[src/logic/hrvp_defines.vh]
// hrvp_defines.vh: register map, field layout and code points of the video path
// assumes: included by bare name from every design file of the block
`ifndef HRVP_DEFINES_VH
`define HRVP_DEFINES_VH
// register byte offsets and indices
`define HRVP_CTRL_OFS 12'h000
`define HRVP_OFMT_OFS 12'h004
`define HRVP_GCP_OFS 12'h008
`define HRVP_AVI_OFS 12'h00c
`define HRVP_CFG_OFS 12'h010
`define HRVP_IDX_CTRL 3'h0
`define HRVP_IDX_OFMT 3'h1
`define HRVP_IDX_GCP 3'h2
`define HRVP_IDX_AVI 3'h3
`define HRVP_IDX_CFG 3'h4
`define HRVP_IDX_NONE 3'h7
// reset values and writable masks
`define HRVP_CTRL_RST 32'h00000000
`define HRVP_CTRL_MASK 32'h0003ffff
`define HRVP_OFMT_RST 3'h0
// control word fields
`define HRVP_C_PWR 0
`define HRVP_C_AUTO 1
`define HRVP_C_CSC 2
`define HRVP_C_DIR 3
`define HRVP_C_HD 4
`define HRVP_C_XV 5
`define HRVP_C_RNG 6
`define HRVP_C_UP 7
`define HRVP_C_DN 8
`define HRVP_C_HINV 9
`define HRVP_C_VINV 10
`define HRVP_C_DEC 11
`define HRVP_C_WID 13:12
`define HRVP_C_REP 17:14
`define HRVP_OFMT_F 2:0
// bits per component codes
`define HRVP_WID_8 2'h0
`define HRVP_WID_10 2'h1
// general control packet colour depth codes
`define HRVP_CD_30 4'h5
`define HRVP_CD_36 4'h6
`define HRVP_CD_48 4'h7
// tmds characters per group and pixels per group
`define HRVP_R24_N 3'h1
`define HRVP_R30_CHR 3'h5
`define HRVP_R30_PIX 3'h4
`define HRVP_R36_CHR 3'h3
`define HRVP_R36_PIX 3'h2
`define HRVP_TMDS_MAX_MHZ 225
// avi fields and codes
`define HRVP_AVI_Y 6:5
`define HRVP_AVI_C 7:6
`define HRVP_AVI_PR 3:0
`define HRVP_Y_RGB 2'h0
`define HRVP_Y_422 2'h1
`define HRVP_Y_444 2'h2
`define HRVP_CM_NONE 2'h0
`define HRVP_CM_SD 2'h1
`define HRVP_CM_HD 2'h2
`define HRVP_CM_EXT 2'h3
`define HRVP_PR_1X 4'h0
`define HRVP_PR_2X 4'h1
`define HRVP_PR_4X 4'h3
// output formats
`define HRVP_OF_RGB 3'h0
`define HRVP_OF_Y444 3'h1
`define HRVP_OF_Y422 3'h2
`define HRVP_OF_MUXS 3'h3
`define HRVP_OF_MUXE 3'h4
// converter modes
`define HRVP_CSC_BYP 2'h0
`define HRVP_CSC_R2Y 2'h1
`define HRVP_CSC_Y2R 2'h2
// 8-bit code limits and range scale factor
`define HRVP_LIM_LO 8'h01
`define HRVP_LIM_HI 8'hfe
`define HRVP_RNG_LO 8'h10
`define HRVP_RNG_K 8'hdc
`define HRVP_XV_YK 11'sd219
`define HRVP_XV_CK 11'sd224
`endif

[src/logic/hrvp_csc.v]
// hrvp_csc.v: colour space converter with one register stage
// assumes: c0 is g or y, c1 is b or cb, c2 is r or cr, unsigned components
`timescale 1ns/100ps
`include "hrvp_defines.vh"
module hrvp_csc #(
  parameter W = 12
) (
  // clock and reset
  input wire pclk,
  input wire presetn,
  // control
  input wire [1:0] mode,
  input wire hd,
  input wire xv,
  // pixel in
  input wire in_valid,
  input wire [W-1:0] in_c0,
  input wire [W-1:0] in_c1,
  input wire [W-1:0] in_c2,
  // pixel out
  output reg out_valid,
  output reg [W-1:0] out_c0,
  output reg [W-1:0] out_c1,
  output reg [W-1:0] out_c2
);
localparam N = W + 4;
localparam signed [N-1:0] ZERO = 0;
localparam signed [N-1:0] HALF = 1 << (W - 1);
localparam signed [N-1:0] MAXV = (1 << W) - 1;
localparam signed [N-1:0] XLO = `HRVP_LIM_LO << (W - 8);
localparam signed [N-1:0] XHI = `HRVP_LIM_HI << (W - 8);
localparam signed [N-1:0] YOFS = `HRVP_RNG_LO << (W - 8);
// 8.8 fixed point coefficients, sd and hd sets
localparam signed [10:0] K6YG = 11'sd150, K6YB = 11'sd29, K6YR = 11'sd77;
localparam signed [10:0] K6BG = -11'sd85, K6BR = -11'sd43, K6RG = -11'sd107, K6RB = -11'sd21;
localparam signed [10:0] K7YG = 11'sd183, K7YB = 11'sd18, K7YR = 11'sd54;
localparam signed [10:0] K7BG = -11'sd99, K7BR = -11'sd29, K7RG = -11'sd116, K7RB = -11'sd12;
localparam signed [10:0] KC = 11'sd128, KONE = 11'sd256, KXY = 11'sd299, KXC = 11'sd292;
localparam signed [10:0] K6R = 11'sd359, K6GB = -11'sd88, K6GR = -11'sd183, K6B = 11'sd454;
localparam signed [10:0] K7R = 11'sd403, K7GB = -11'sd48, K7GR = -11'sd120, K7B = 11'sd475;

// three-term product sum, scaled back by 256
function signed [N-1:0] mac;
  input signed [N-1:0] a, b, c;
  input signed [10:0] ka, kb, kc;
  reg signed [N+11:0] acc;
  begin
    acc = a * ka + b * kb + c * kc;
    mac = acc[N+7:8];
  end
endfunction

function [W-1:0] clip;
  input signed [N-1:0] v, lo, hi;
  begin
    if (v < lo) clip = lo[W-1:0];
    else if (v > hi) clip = hi[W-1:0];
    else clip = v[W-1:0];
  end
endfunction

wire signed [N-1:0] g = {4'h0, in_c0};
wire signed [N-1:0] b = {4'h0, in_c1};
wire signed [N-1:0] r = {4'h0, in_c2};
reg signed [N-1:0] o0, o1, o2, yy, db, dr, lo, hi;

// matrix select; xvycc keeps extended codes, everything else clips full scale
always @* begin
  o0 = g;
  o1 = b;
  o2 = r;
  yy = ZERO;
  db = ZERO;
  dr = ZERO;
  lo = ZERO;
  hi = MAXV;
  case (mode)
    `HRVP_CSC_R2Y: begin
      o0 = hd ? mac(g, b, r, K7YG, K7YB, K7YR) : mac(g, b, r, K6YG, K6YB, K6YR);
      o1 = HALF + (hd ? mac(g, b, r, K7BG, KC, K7BR) : mac(g, b, r, K6BG, KC, K6BR));
      o2 = HALF + (hd ? mac(g, b, r, K7RG, K7RB, KC) : mac(g, b, r, K6RG, K6RB, KC));
      if (xv) begin
        o0 = YOFS + mac(o0, ZERO, ZERO, `HRVP_XV_YK, KC, KC);
        o1 = HALF + mac(o1 - HALF, ZERO, ZERO, `HRVP_XV_CK, KC, KC);
        o2 = HALF + mac(o2 - HALF, ZERO, ZERO, `HRVP_XV_CK, KC, KC);
        lo = XLO;
        hi = XHI;
      end
    end
    `HRVP_CSC_Y2R: begin
      yy = xv ? mac(g - YOFS, ZERO, ZERO, KXY, KC, KC) : g;
      db = xv ? mac(b - HALF, ZERO, ZERO, KXC, KC, KC) : b - HALF;
      dr = xv ? mac(r - HALF, ZERO, ZERO, KXC, KC, KC) : r - HALF;
      o2 = mac(yy, db, dr, KONE, ZERO[10:0], hd ? K7R : K6R);
      o0 = mac(yy, db, dr, KONE, hd ? K7GB : K6GB, hd ? K7GR : K6GR);
      o1 = mac(yy, db, dr, KONE, hd ? K7B : K6B, ZERO[10:0]);
    end
    default: begin
      o0 = g;
    end
  endcase
end

// single register stage, latency one edge
always @(posedge pclk or negedge presetn) begin
  if (!presetn) begin
    out_valid <= 1'b0;
    out_c0 <= {W{1'b0}};
    out_c1 <= {W{1'b0}};
    out_c2 <= {W{1'b0}};
  end else begin
    out_valid <= in_valid;
    if (in_valid) begin
      out_c0 <= clip(o0, lo, hi);
      out_c1 <= clip(o1, lo, hi);
      out_c2 <= clip(o2, lo, hi);
    end
  end
end
endmodule

[src/logic/hrvp_top.v]
// hrvp_top.v: video path configuration of an hdmi receiver behind an apb slave
// assumes: decoder logic on pclk delivers tmds characters, gcp and avi fields
`timescale 1ns/100ps
`include "hrvp_defines.vh"
// Overview of operation
// - 30 and 36 bit deep colour accepted, 48 bit flagged unsupported.
// - 30 bit mode: four pixels recovered per five tmds characters.
// - 36 bit mode: two pixels recovered per three tmds characters.
// - 30 and 36 bit deep colour up to 1080p, tmds up to 225 mhz.
// - colour depth and phase from control packets latched in a readable register.
// - xvycc components pass over 1 to 254, not 16 to 235.
// - rgb to ycbcr with sd or hd matrix; input space from avi.
// - rgb to xvycc with sd or hd matrix, and xvycc back to rgb.
// - sd or hd ycbcr converted to rgb for rgb-only sinks.
// - all formats carried at 8, 10 or 12 bits per component.
// - reset gives all processing off, sd matrix, 8 bit, powered down.
// - after reset input is taken as dvi rgb 4:4:4 full range.
// - avi byte 1 bits 6:5 decoded as colour space.
// - avi byte 2 bits 7:6 decoded as colorimetry.
// - avi byte 5 bits 3:0 give repetition, pixel sent n+1 times.
// - only repetition codes 0, 1 and 3 honoured; others flagged.
// - auto mode follows avi; without avi, measured resolution picks matrix.
// - output format register selects rgb, 444, 422, muxed 422 with sync style.
// - embedded sync output clips ycbcr components to 1 to 254.
module hrvp_top #(
  parameter W = 12
) (
  // clock and reset
  input wire pclk,
  input wire presetn,
  // apb slave
  input wire [11:0] paddr,
  input wire psel,
  input wire penable,
  input wire pwrite,
  input wire [31:0] pwdata,
  input wire [3:0] pstrb,
  output reg [31:0] prdata,
  output wire pready,
  output wire pslverr,
  // decoder side status and packets
  input wire hdmi_mode,
  input wire meas_hd,
  input wire gcp_valid,
  input wire [3:0] gcp_depth,
  input wire [3:0] gcp_phase,
  input wire avi_present,
  input wire avi_valid,
  input wire [7:0] avi_byte1,
  input wire [7:0] avi_byte2,
  input wire [7:0] avi_byte5,
  // decoded tmds character stream
  input wire tmds_valid,
  input wire in_de,
  input wire in_hsync,
  input wire in_vsync,
  input wire [W-1:0] in_c0,
  input wire [W-1:0] in_c1,
  input wire [W-1:0] in_c2,
  // video output bus
  output reg pix_en,
  output reg out_valid,
  output reg out_de,
  output reg out_hsync,
  output reg out_vsync,
  output reg [W-1:0] out_c0,
  output reg [W-1:0] out_c1,
  output reg [W-1:0] out_c2,
  // path state
  output wire power_down,
  output wire multiplexed_component_bus,
  output wire embedded_sync
);
localparam [W-1:0] M8 = {W{1'b1}} << (W - 8);
localparam [W-1:0] M10 = {W{1'b1}} << (W - 10);
localparam [W-1:0] LIM_LO = `HRVP_LIM_LO << (W - 8);
localparam [W-1:0] LIM_HI = `HRVP_LIM_HI << (W - 8);
localparam [W-1:0] RNG_LO = `HRVP_RNG_LO << (W - 8);

// address decode, shared by read mux and error answer
function [2:0] reg_idx;
  input [11:0] a;
  begin
    case (a)
      `HRVP_CTRL_OFS: reg_idx = `HRVP_IDX_CTRL;
      `HRVP_OFMT_OFS: reg_idx = `HRVP_IDX_OFMT;
      `HRVP_GCP_OFS: reg_idx = `HRVP_IDX_GCP;
      `HRVP_AVI_OFS: reg_idx = `HRVP_IDX_AVI;
      `HRVP_CFG_OFS: reg_idx = `HRVP_IDX_CFG;
      default: reg_idx = `HRVP_IDX_NONE;
    endcase
  end
endfunction

function [31:0] merge;
  input [31:0] old, wd;
  input [3:0] st;
  integer i;
  begin
    merge = old;
    for (i = 0; i < 4; i = i + 1)
      if (st[i]) merge[i*8 +: 8] = wd[i*8 +: 8];
  end
endfunction

// full scale to limited scale compression
function [W-1:0] rng;
  input [W-1:0] v;
  reg [W+7:0] p;
  begin
    p = v * `HRVP_RNG_K;
    rng = p[W+7:8] + RNG_LO;
  end
endfunction

function [W-1:0] lim;
  input [W-1:0] v;
  begin
    lim = (v < LIM_LO) ? LIM_LO : ((v > LIM_HI) ? LIM_HI : v);
  end
endfunction

// drop low bits for narrower component widths
function [W-1:0] wmask;
  input [W-1:0] v;
  input [1:0] wid;
  begin
    case (wid)
      `HRVP_WID_8: wmask = v & M8;
      `HRVP_WID_10: wmask = v & M10;
      default: wmask = v;
    endcase
  end
endfunction

reg [31:0] ctrl;
reg [2:0] ofmt;
reg [3:0] gcp_depth_q, gcp_phase_q;
reg depth_bad, avi_seen, rep_bad;
reg [1:0] avi_y_q, avi_c_q;
reg [3:0] avi_pr_q;
reg [1:0] e_space, e_csc;
reg e_hd, e_xv, e_up, e_dn;
reg [3:0] e_rep;
wire acc = psel & penable;
wire [2:0] idx = reg_idx(paddr);

// zero wait slave: one access cycle, unmapped addresses answer an error
assign pready = 1'b1;
assign pslverr = acc & (idx == `HRVP_IDX_NONE);
assign power_down = ~ctrl[`HRVP_C_PWR];
assign multiplexed_component_bus = (ofmt == `HRVP_OF_MUXS) | (ofmt == `HRVP_OF_MUXE);
assign embedded_sync = (ofmt == `HRVP_OF_MUXE);

// writable registers; read-only ones ignore writes without error
always @(posedge pclk or negedge presetn) begin
  if (!presetn) begin
    ctrl <= `HRVP_CTRL_RST;
    ofmt <= `HRVP_OFMT_RST;
  end else if (acc & pwrite) begin
    if (idx == `HRVP_IDX_CTRL)
      ctrl <= merge(ctrl, pwdata, pstrb) & `HRVP_CTRL_MASK;
    if ((idx == `HRVP_IDX_OFMT) & pstrb[0] & (pwdata[`HRVP_OFMT_F] <= `HRVP_OF_MUXE))
      ofmt <= pwdata[`HRVP_OFMT_F];
  end
end

// read data is taken in the setup cycle so it stands through the access cycle
always @(posedge pclk or negedge presetn) begin
  if (!presetn) begin
    prdata <= 32'h00000000;
  end else if (psel & ~penable & ~pwrite) begin
    case (idx)
      `HRVP_IDX_CTRL: prdata <= ctrl;
      `HRVP_IDX_OFMT: prdata <= {29'h0, ofmt};
      `HRVP_IDX_GCP: prdata <= {23'h0, depth_bad, gcp_phase_q, gcp_depth_q};
      `HRVP_IDX_AVI: prdata <= {23'h0, avi_seen, avi_pr_q, avi_c_q, avi_y_q};
      `HRVP_IDX_CFG: prdata <= {19'h0, rep_bad, e_rep, e_dn, e_up, e_csc, e_xv, e_hd, e_space};
      default: prdata <= 32'h00000000;
    endcase
  end
end

// packet capture; a new avi frame beats loss of avi presence in the same cycle
always @(posedge pclk or negedge presetn) begin
  if (!presetn) begin
    gcp_depth_q <= 4'h0;
    gcp_phase_q <= 4'h0;
    depth_bad <= 1'b0;
    avi_seen <= 1'b0;
    avi_y_q <= `HRVP_Y_RGB;
    avi_c_q <= `HRVP_CM_NONE;
    avi_pr_q <= `HRVP_PR_1X;
  end else begin
    if (gcp_valid) begin
      gcp_depth_q <= gcp_depth;
      gcp_phase_q <= gcp_phase;
      depth_bad <= (gcp_depth == `HRVP_CD_48);
    end
    if (avi_valid) begin
      avi_y_q <= avi_byte1[`HRVP_AVI_Y];
      avi_c_q <= avi_byte2[`HRVP_AVI_C];
      avi_pr_q <= avi_byte5[`HRVP_AVI_PR];
    end
    avi_seen <= avi_valid | (avi_seen & avi_present);
  end
end

// effective path: auto mode derives it from avi, manual mode from control bits
reg [1:0] n_space, n_csc;
reg n_hd, n_xv, n_up, n_dn, n_bad, out_rgb, out_422, in_ycc;
reg [3:0] n_rep;
always @* begin
  out_rgb = (ofmt == `HRVP_OF_RGB);
  out_422 = (ofmt != `HRVP_OF_RGB) & (ofmt != `HRVP_OF_Y444);
  n_space = `HRVP_Y_RGB;
  n_hd = meas_hd;
  n_xv = 1'b0;
  n_rep = `HRVP_PR_1X;
  n_bad = 1'b0;
  if (hdmi_mode & avi_seen) begin
    n_space = (avi_y_q == `HRVP_Y_422 || avi_y_q == `HRVP_Y_444) ? avi_y_q : `HRVP_Y_RGB;
    if (avi_c_q == `HRVP_CM_SD) n_hd = 1'b0;
    if (avi_c_q == `HRVP_CM_HD) n_hd = 1'b1;
    n_xv = (avi_c_q == `HRVP_CM_EXT);
    case (avi_pr_q)
      `HRVP_PR_1X, `HRVP_PR_2X, `HRVP_PR_4X: n_rep = avi_pr_q;
      default: n_bad = 1'b1;
    endcase
  end
  in_ycc = (n_space != `HRVP_Y_RGB);
  n_csc = `HRVP_CSC_BYP;
  if (in_ycc & out_rgb) n_csc = `HRVP_CSC_Y2R;
  if (~in_ycc & ~out_rgb) n_csc = `HRVP_CSC_R2Y;
  n_up = (n_space == `HRVP_Y_422) & ~out_422;
  n_dn = (n_space != `HRVP_Y_422) & out_422;
  if (~ctrl[`HRVP_C_AUTO]) begin
    n_space = `HRVP_Y_RGB;
    n_csc = ~ctrl[`HRVP_C_CSC] ? `HRVP_CSC_BYP :
            (ctrl[`HRVP_C_DIR] ? `HRVP_CSC_Y2R : `HRVP_CSC_R2Y);
    n_hd = ctrl[`HRVP_C_HD];
    n_xv = ctrl[`HRVP_C_XV];
    n_up = ctrl[`HRVP_C_UP];
    n_dn = ctrl[`HRVP_C_DN];
    n_rep = ctrl[`HRVP_C_REP];
    n_bad = 1'b0;
  end
end

always @(posedge pclk or negedge presetn) begin
  if (!presetn) begin
    e_space <= `HRVP_Y_RGB;
    e_csc <= `HRVP_CSC_BYP;
    e_hd <= 1'b0;
    e_xv <= 1'b0;
    e_up <= 1'b0;
    e_dn <= 1'b0;
    e_rep <= `HRVP_PR_1X;
    rep_bad <= 1'b0;
  end else begin
    e_space <= n_space;
    e_csc <= n_csc;
    e_hd <= n_hd;
    e_xv <= n_xv;
    e_up <= n_up;
    e_dn <= n_dn;
    e_rep <= n_rep;
    rep_bad <= n_bad;
  end
end

// pixel recovery ratio from latched depth; 48 bit falls back to one to one
reg [2:0] chr_per, pix_per;
always @* begin
  case (gcp_depth_q)
    `HRVP_CD_30: begin
      chr_per = `HRVP_R30_CHR;
      pix_per = `HRVP_R30_PIX;
    end
    `HRVP_CD_36: begin
      chr_per = `HRVP_R36_CHR;
      pix_per = `HRVP_R36_PIX;
    end
    default: begin
      chr_per = `HRVP_R24_N;
      pix_per = `HRVP_R24_N;
    end
  endcase
end

// groups restart at each line start so a lost character cannot skew a whole frame
reg de_q, ph, s1_v, s1_de, s1_hs, s1_vs, s1_ph, s2_de, s2_hs, s2_vs, s2_ph;
reg [2:0] chr_cnt;
reg [3:0] rep_cnt;
reg [W-1:0] s1_c0, s1_c1, s1_c2, cb_h;
wire de_rise = tmds_valid & in_de & ~de_q;
wire [2:0] chr_cur = de_rise ? 3'h0 : chr_cnt;
wire [3:0] rep_cur = de_rise ? 4'h0 : rep_cnt;
wire ph_cur = de_rise ? 1'b0 : ph;
wire pix_now = tmds_valid & (chr_cur < pix_per);
wire take = pix_now & (rep_cur == 4'h0) & ctrl[`HRVP_C_PWR];

always @(posedge pclk or negedge presetn) begin
  if (!presetn) begin
    de_q <= 1'b0;
    chr_cnt <= 3'h0;
    rep_cnt <= 4'h0;
    ph <= 1'b0;
    pix_en <= 1'b0;
  end else begin
    pix_en <= take; // only accepted pixels, repeats excluded
    if (tmds_valid) begin
      de_q <= in_de;
      chr_cnt <= (chr_cur == chr_per - 3'h1) ? 3'h0 : chr_cur + 3'h1;
    end
    if (pix_now)
      rep_cnt <= (rep_cur >= e_rep) ? 4'h0 : rep_cur + 4'h1;
    if (take)
      ph <= ~ph_cur;
    else if (de_rise)
      ph <= 1'b0;
  end
end

// accept stage with chroma up-sampling: cb on even pixels, cr on odd
always @(posedge pclk or negedge presetn) begin
  if (!presetn) begin
    s1_v <= 1'b0;
    {s1_de, s1_hs, s1_vs, s1_ph} <= 4'h0;
    s1_c0 <= {W{1'b0}};
    s1_c1 <= {W{1'b0}};
    s1_c2 <= {W{1'b0}};
    cb_h <= {W{1'b0}};
  end else begin
    s1_v <= take;
    if (take) begin
      {s1_de, s1_hs, s1_vs, s1_ph} <= {in_de, in_hsync, in_vsync, ph_cur};
      s1_c0 <= in_c0;
      s1_c1 <= in_c1;
      s1_c2 <= in_c2;
      if (e_up) begin
        if (~ph_cur) cb_h <= in_c1;
        s1_c1 <= ph_cur ? cb_h : in_c1;
        s1_c2 <= ph_cur ? in_c1 : cb_h;
      end
    end
  end
end

wire cs_v;
wire [W-1:0] cs_c0, cs_c1, cs_c2;
hrvp_csc #(
  .W(W)
) u_colour_space_converter (
  .pclk(pclk),
  .presetn(presetn),
  .mode(e_csc),
  .hd(e_hd),
  .xv(e_xv),
  .in_valid(s1_v),
  .in_c0(s1_c0),
  .in_c1(s1_c1),
  .in_c2(s1_c2),
  .out_valid(cs_v),
  .out_c0(cs_c0),
  .out_c1(cs_c1),
  .out_c2(cs_c2)
);

// timing signals follow the converter's one edge of latency
always @(posedge pclk or negedge presetn) begin
  if (!presetn)
    {s2_de, s2_hs, s2_vs, s2_ph} <= 4'h0;
  else
    {s2_de, s2_hs, s2_vs, s2_ph} <= {s1_de, s1_hs, s1_vs, s1_ph};
end

// output shaping: down-sample, range, embedded-sync clip, width
reg [W-1:0] p0, p1, p2;
always @*begin
  p0 = cs_c0;
  p1 = cs_c1;
  p2 = cs_c2;
  if (e_dn) begin
    p1 = s2_ph ? cs_c2 : cs_c1;
    p2 = {W{1'b0}};
  end
  if (ctrl[`HRVP_C_RNG] & ~e_xv) begin
    p0 = rng(p0);
    p1 = rng(p1);
    p2 = rng(p2);
  end
  if (embedded_sync) begin
    p0 = lim(p0);
    p1 = lim(p1);
    p2 = lim(p2);
  end
  p0 = wmask(p0, ctrl[`HRVP_C_WID]);
  p1 = wmask(p1, ctrl[`HRVP_C_WID]);
  p2 = wmask(p2, ctrl[`HRVP_C_WID]);
end

// sync levels are still driven in embedded mode; code insertion is downstream
always @(posedge pclk or negedge presetn) begin
  if (!presetn) begin
    out_valid <= 1'b0;
    {out_de, out_hsync, out_vsync} <= 3'h0;
    out_c0 <= {W{1'b0}};
    out_c1 <= {W{1'b0}};
    out_c2 <= {W{1'b0}};
  end else if (~ctrl[`HRVP_C_PWR]) begin
    out_valid <= 1'b0;
    {out_de, out_hsync, out_vsync} <= 3'h0;
  end else begin
    out_valid <= cs_v;
    if (cs_v) begin
      out_de <= s2_de;
      out_hsync <= s2_hs ^ ctrl[`HRVP_C_HINV];
      out_vsync <= s2_vs ^ ctrl[`HRVP_C_VINV];
      out_c0 <= p0;
      out_c1 <= p1;
      out_c2 <= p2;
    end
  end
end
endmodule

[config.mk]
export PLATFORM = sky130hd
export DESIGN_NAME = hrvp_top
export DESIGN_NICKNAME = d
export VERILOG_FILES = /design/src/logic/hrvp_csc.v /design/src/logic/hrvp_top.v
export VERILOG_INCLUDE_DIRS = /design/src /design/src/logic
export SDC_FILE = /design/constraint.sdc
export NUM_CORES = 2
export LEC_CHECK = 0
export ABC_AREA = 1
export BUFFER_PORTS_ARGS = -buffer_cell sky130_fd_sc_hd__buf_2
export CORE_MARGIN = 3
export CORE_UTILIZATION = 60
export CTS_CLUSTER_DIAMETER = 60
export DETAILED_ROUTE_END_ITERATION = 8
export PLACE_DENSITY_LB_ADDON = 0.3
export SYNTH_ARGS = -nofsm -noshare
export SYNTH_HDL_FRONTEND = slang
export SYNTH_SLANG_ARGS = --single-unit
[constraint.sdc]
create_clock -name pclk -period 10.22 [get_ports pclk]
set_input_delay 0 -clock pclk [delete_from_list [all_inputs] [get_ports pclk]]
set_output_delay 0 -clock pclk [all_outputs]
set_load 0.05 [all_outputs]
==> metrics.txt <==
# TYPE chip_impl_metric gauge
chip_impl_metric{name="row_count",unit=""} 122
chip_impl_metric{name="drt-total-wl",unit="µm"} 243000
chip_impl_metric{name="ys_warn_count",unit=""} 0
chip_impl_metric{name="synth_sequential_area_ratio",unit="%"} 7.907
chip_impl_metric{name="min_period_over_period",unit="%"} 106.9
chip_impl_info{name="hold_path.class",value="in2reg"} 1
chip_impl_metric{name="syn2layout_area_growth",unit="%"} 23.76
chip_impl_metric{name="fin_skew",unit="ns"} 0.02430
chip_impl_metric{name="antenna_found_initial",unit=""} 18
chip_impl_metric{name="globalRoute.totalOverflow",unit=""} 0
chip_impl_info{name="failed_checks",value="negative setup slack"} 1
chip_impl_metric{name="ff2ff_path_depth",unit=""} 66
chip_impl_metric{name="ff2ff_setup_slack",unit="ns"} -0.70
chip_impl_metric{name="buffer_ports.inserted",unit=""} 161
chip_impl_info{name="worst_reg2reg_endpoint",value="u_colour_space_converter.out_c0[5]"} 1
chip_impl_metric{name="post_synth_instance_area",unit="mm²"} 0.06741
chip_impl_metric{name="share_of_post_route_cells_with_drive_strength_above_1",unit="%"} 19.81
chip_impl_metric{name="grt_first_pass_wirelength",unit="µm"} 369300
chip_impl_metric{name="place_hpwl",unit="µm"} 205000
chip_impl_metric{name="ios",unit=""} 208
chip_impl_info{name="critical_path.startpoint_type",value="flop"} 1
chip_impl_metric{name="route.antenna.remaining_nets",unit=""} 0
chip_impl_metric{name="synth_edf_count",unit=""} 0
chip_impl_metric{name="multi_input_area",unit="mm²"} 0.05511
chip_impl_metric{name="syn-mean-instance-area",unit="µm²"} 7.848
chip_impl_info{name="critPathCaptureType",value="flop"} 1
chip_impl_metric{name="worstPathBufferInverterCount",unit=""} 16
chip_impl_info{name="end_point_of_the_most_critical_hold_path",value="ctrl[12]"} 1
chip_impl_metric{name="required_worst_endpoint",unit="ns"} 10.73
chip_impl_metric{name="tightestPinTransition",unit="ns"} 1.138
chip_impl_info{name="worst_r2r_startpoint",value="s1_c0[2]"} 1
chip_impl_info{name="hold_path.startpoint",value="pstrb[1]"} 1
chip_impl_info{name="cts_tree",value="built"} 1
chip_impl_metric{name="finalCriticalPeriod",unit="ns"} 10.92
chip_impl_metric{name="grt_usage",unit="%"} 41.58
chip_impl_metric{name="path_max_fanout",unit=""} 7
chip_impl_metric{name="clk_path_buf_depth",unit=""} 3
chip_impl_metric{name="gr-usage-met1",unit="%"} 50.34
chip_impl_metric{name="drv_slew",unit=""} 0
chip_impl_metric{name="clk_latency",unit="ns"} 0.66
chip_impl_metric{name="design.die.area",unit="mm²"} 0.1164
chip_impl_info{name="postSynth.topFlopCell",value="sky130_fd_sc_hd__dfrtp_1"} 1
chip_impl_metric{name="report.final.setup_viol",unit=""} 36
chip_impl_info{name="cpLargestDelayFamily",value="adder cells"} 1
chip_impl_metric{name="fin_tns_setup",unit="ns"} -13.45
chip_impl_metric{name="viasPerCell",unit=""} 5.518
chip_impl_info{name="final_cell_mix",value="sky130_fd_sc_hd__inv_1, sky130_fd_sc_hd__nand2_1, sky130_fd_sc_hd__buf_4"} 1
chip_impl_metric{name="worst_ep_arrival",unit="ns"} 11.43
chip_impl_metric{name="timing.slew.headroom",unit="%"} 23.32
chip_impl_info{name="grt_most_used_layer",value="met2"} 1
chip_impl_metric{name="clkTransAtPathRegs",unit="ns"} 0.06
chip_impl_info{name="status",value="finished with violations"} 1
chip_impl_metric{name="drt-initial-drc-count",unit=""} 4957
chip_impl_metric{name="cts.sink_count",unit=""} 213
chip_impl_metric{name="place_congestion",unit=""} 1.071
chip_impl_metric{name="fmax",unit="MHz"} 91.56
chip_impl_info{name="layout.cells.most_common",value="sky130_fd_sc_hd__inv_1"} 1
chip_impl_metric{name="final.setup.worst_slack",unit="ns"} -0.7015
chip_impl_metric{name="core-area",unit="mm²"} 0.1111
chip_impl_metric{name="final_net_count",unit=""} 12373
chip_impl_metric{name="max_cap_viol_count",unit=""} 0
chip_impl_metric{name="grt_pass1_vias",unit=""} 65867
chip_impl_metric{name="htree_levels",unit=""} 1
chip_impl_metric{name="initial_core_util",unit="%"} 60.66
chip_impl_metric{name="synth_cell_types",unit=""} 72
chip_impl_metric{name="drt_pre_antenna_iters",unit=""} 8
chip_impl_metric{name="postLayoutCoreUtil",unit="%"} 75.08
chip_impl_metric{name="postSynth.asyncResetShare",unit="%"} 100.0
chip_impl_metric{name="worst_hold_path_cell_count",unit=""} 3
chip_impl_info{name="cpMaxStageDelayCell",value="sky130_fd_sc_hd__fa_1"} 1
chip_impl_info{name="critPathKind",value="reg2reg"} 1
chip_impl_metric{name="report.final.hold_viol_count",unit=""} 0
chip_impl_metric{name="ff_latch_area",unit="mm²"} 0.005349
chip_impl_metric{name="post_drt_wl_per_cell",unit="µm"} 20.92
chip_impl_metric{name="groute.layer.met3.usage",unit="%"} 7.750
chip_impl_info{name="cts-root-buf",value="sky130_fd_sc_hd__clkbuf_16"} 1
chip_impl_metric{name="worst_path_largest_cell_delay",unit="ns"} 0.53
chip_impl_metric{name="final.fill_count",unit=""} 8442
chip_impl_metric{name="die_height",unit="µm"} 341.2
chip_impl_info{name="cpMostUsedCell",value="sky130_fd_sc_hd__buf_4"} 1
chip_impl_metric{name="drc",unit=""} 0
chip_impl_metric{name="die_w",unit="µm"} 341.2
chip_impl_metric{name="numCtsBuffers",unit=""} 29
chip_impl_metric{name="vias",unit=""} 64083
chip_impl_metric{name="postSynthCellCount",unit=""} 8589
chip_impl_metric{name="grt_use_met2",unit="%"} 66.02
chip_impl_info{name="rsz0062_at_grt",value="true"} 1
chip_impl_metric{name="grt_start_max_net_pins",unit=""} 98
chip_impl_metric{name="ys_ff_latch",unit=""} 213
[cells in the mapped netlist, types with 49 or more instances]
cell type / instances / area, µm²
sky130_fd_sc_hd__nor3_1: 49 / 245.2
sky130_fd_sc_hd__o21bai_1: 83 / 623.1
sky130_fd_sc_hd__fa_1: 824 / 16500
sky130_fd_sc_hd__a21oi_1: 510 / 2552
sky130_fd_sc_hd__clkbuf_1: 99 / 371.6
sky130_fd_sc_hd__nand3_1: 279 / 1396
sky130_fd_sc_hd__xor2_1: 223 / 1953
sky130_fd_sc_hd__xnor2_1: 101 / 884.6
sky130_fd_sc_hd__ha_1: 1324 / 16570
sky130_fd_sc_hd__nand2_1: 1328 / 4985
sky130_fd_sc_hd__o21ai_0: 390 / 1952
sky130_fd_sc_hd__inv_1: 2151 / 8074
sky130_fd_sc_hd__nor2_1: 403 / 1513
sky130_fd_sc_hd__nand4_1: 62 / 387.9
sky130_fd_sc_hd__dfrtp_1: 213 / 5330
[worst max path at each step]
| stage | from | to | cells after the start |
|---|---|---|---|
| 2_1_floorplan | s1_c0[5] | u_colour_space_converter.out_c0[6] | 67 |
| 3_3_place_gp | s1_c2[1] | u_colour_space_converter.out_c0[0] | 67 |
| 3_5_place_dp | s1_c1[2] | u_colour_space_converter.out_c0[1] | 64 |
| 4_1_cts | s1_c1[2] | u_colour_space_converter.out_c0[5] | 70 |
| 5_1_grt | s1_c0[2] | u_colour_space_converter.out_c0[5] | 66 |
| 6_report | s1_c0[2] | u_colour_space_converter.out_c0[5] | 66 |
[routing by layer]
layer	part of all wire, %	vias up
met5	0.028	-
met2	44	2734
li1	-	29972
met4	9.5	10
met3	8.5	808
met1	38	30559
[kinds of logic after synthesis]
logic type / count (synthesis) / share of synthesized area [%]
XOR/XNOR: 324 / 4.210
AO/OA/AOI/OAI: 1281 / 10.84
buffers and inverters: 2307 / 12.98
multiplexers: 10 / 0.1671
adder cells (fa/ha/maj): 2148 / 49.05
other: 2 / 0.01114
AND/OR/NAND/NOR: 2304 / 14.83
flip-flops: 213 / 7.907
[what timing repair did]
| item | 4_1_cts | 5_1_grt |
|---|---|---|
| setup endpoints to repair | 36 | 36 |
| resized for setup | 166 | 182 |
| pin swaps | 63 | 88 |
| hold buffers | 121 | 0 |
| cloned | 0 | 1 |
| endpoints found under the hold margin | 207 | 0 |
| buffers inserted | 47 | 26 |
[stage by stage]
stage | area (µm²) | std cells | hold slack, ns | setup WS, ns
after floorplan | 67760 | 8621 | -0.2956 | -0.03492
after global placement | 79100 | 11359 | 0.07604 | -0.5626
after detailed placement | 79100 | 11359 | 0.08411 | -0.8121
after CTS | 82410 | 11579 | 0.01098 | -0.4967
after global routing | 83420 | 11611 | 0.07861 | -1.339
final | 83430 | 11614 | 0.03581 | -0.7015
[layout make-up]
cell class	instances	area share (%)
antenna	8	0.02400
inverter	2170	9.786
multi-input combinational	6102	66.06
clock buffer	35	0.9208
tap	1488	2.232
clock inverter	19	0.3119
sequential	213	6.411
timing repair buffer	1579	14.26
[state kept, by name, indices dropped and copies added, names as in the netlist, 2 cells and up]
signal	flops
u_colour_space_converter.out_c2	12
cb_h	12
e_rep	4
gcp_depth_q	4
out_c1	12
prdata	18
out_c0	12
s1_c1	12
chr_cnt	3
s1_c0	12
e_csc	2
avi_pr_q	4
e_space	2
avi_c_q	2
out_c2	12
rep_cnt	4
gcp_phase_q	4
ctrl	18
u_colour_space_converter.out_c0	12
ofmt	3
s1_c2	12
avi_y_q	2
u_colour_space_converter.out_c1	12
[tightest hold or removal path, stage by stage]
cell and delay [ns]:
sky130_fd_sc_hd__buf_2 0.10, sky130_fd_sc_hd__nand3_1 0.33, sky130_fd_sc_hd__mux2_2 0.22
Power is not shown: default switching activity piles up to over one toggle a cycle in this logic, so the estimate is an artifact.
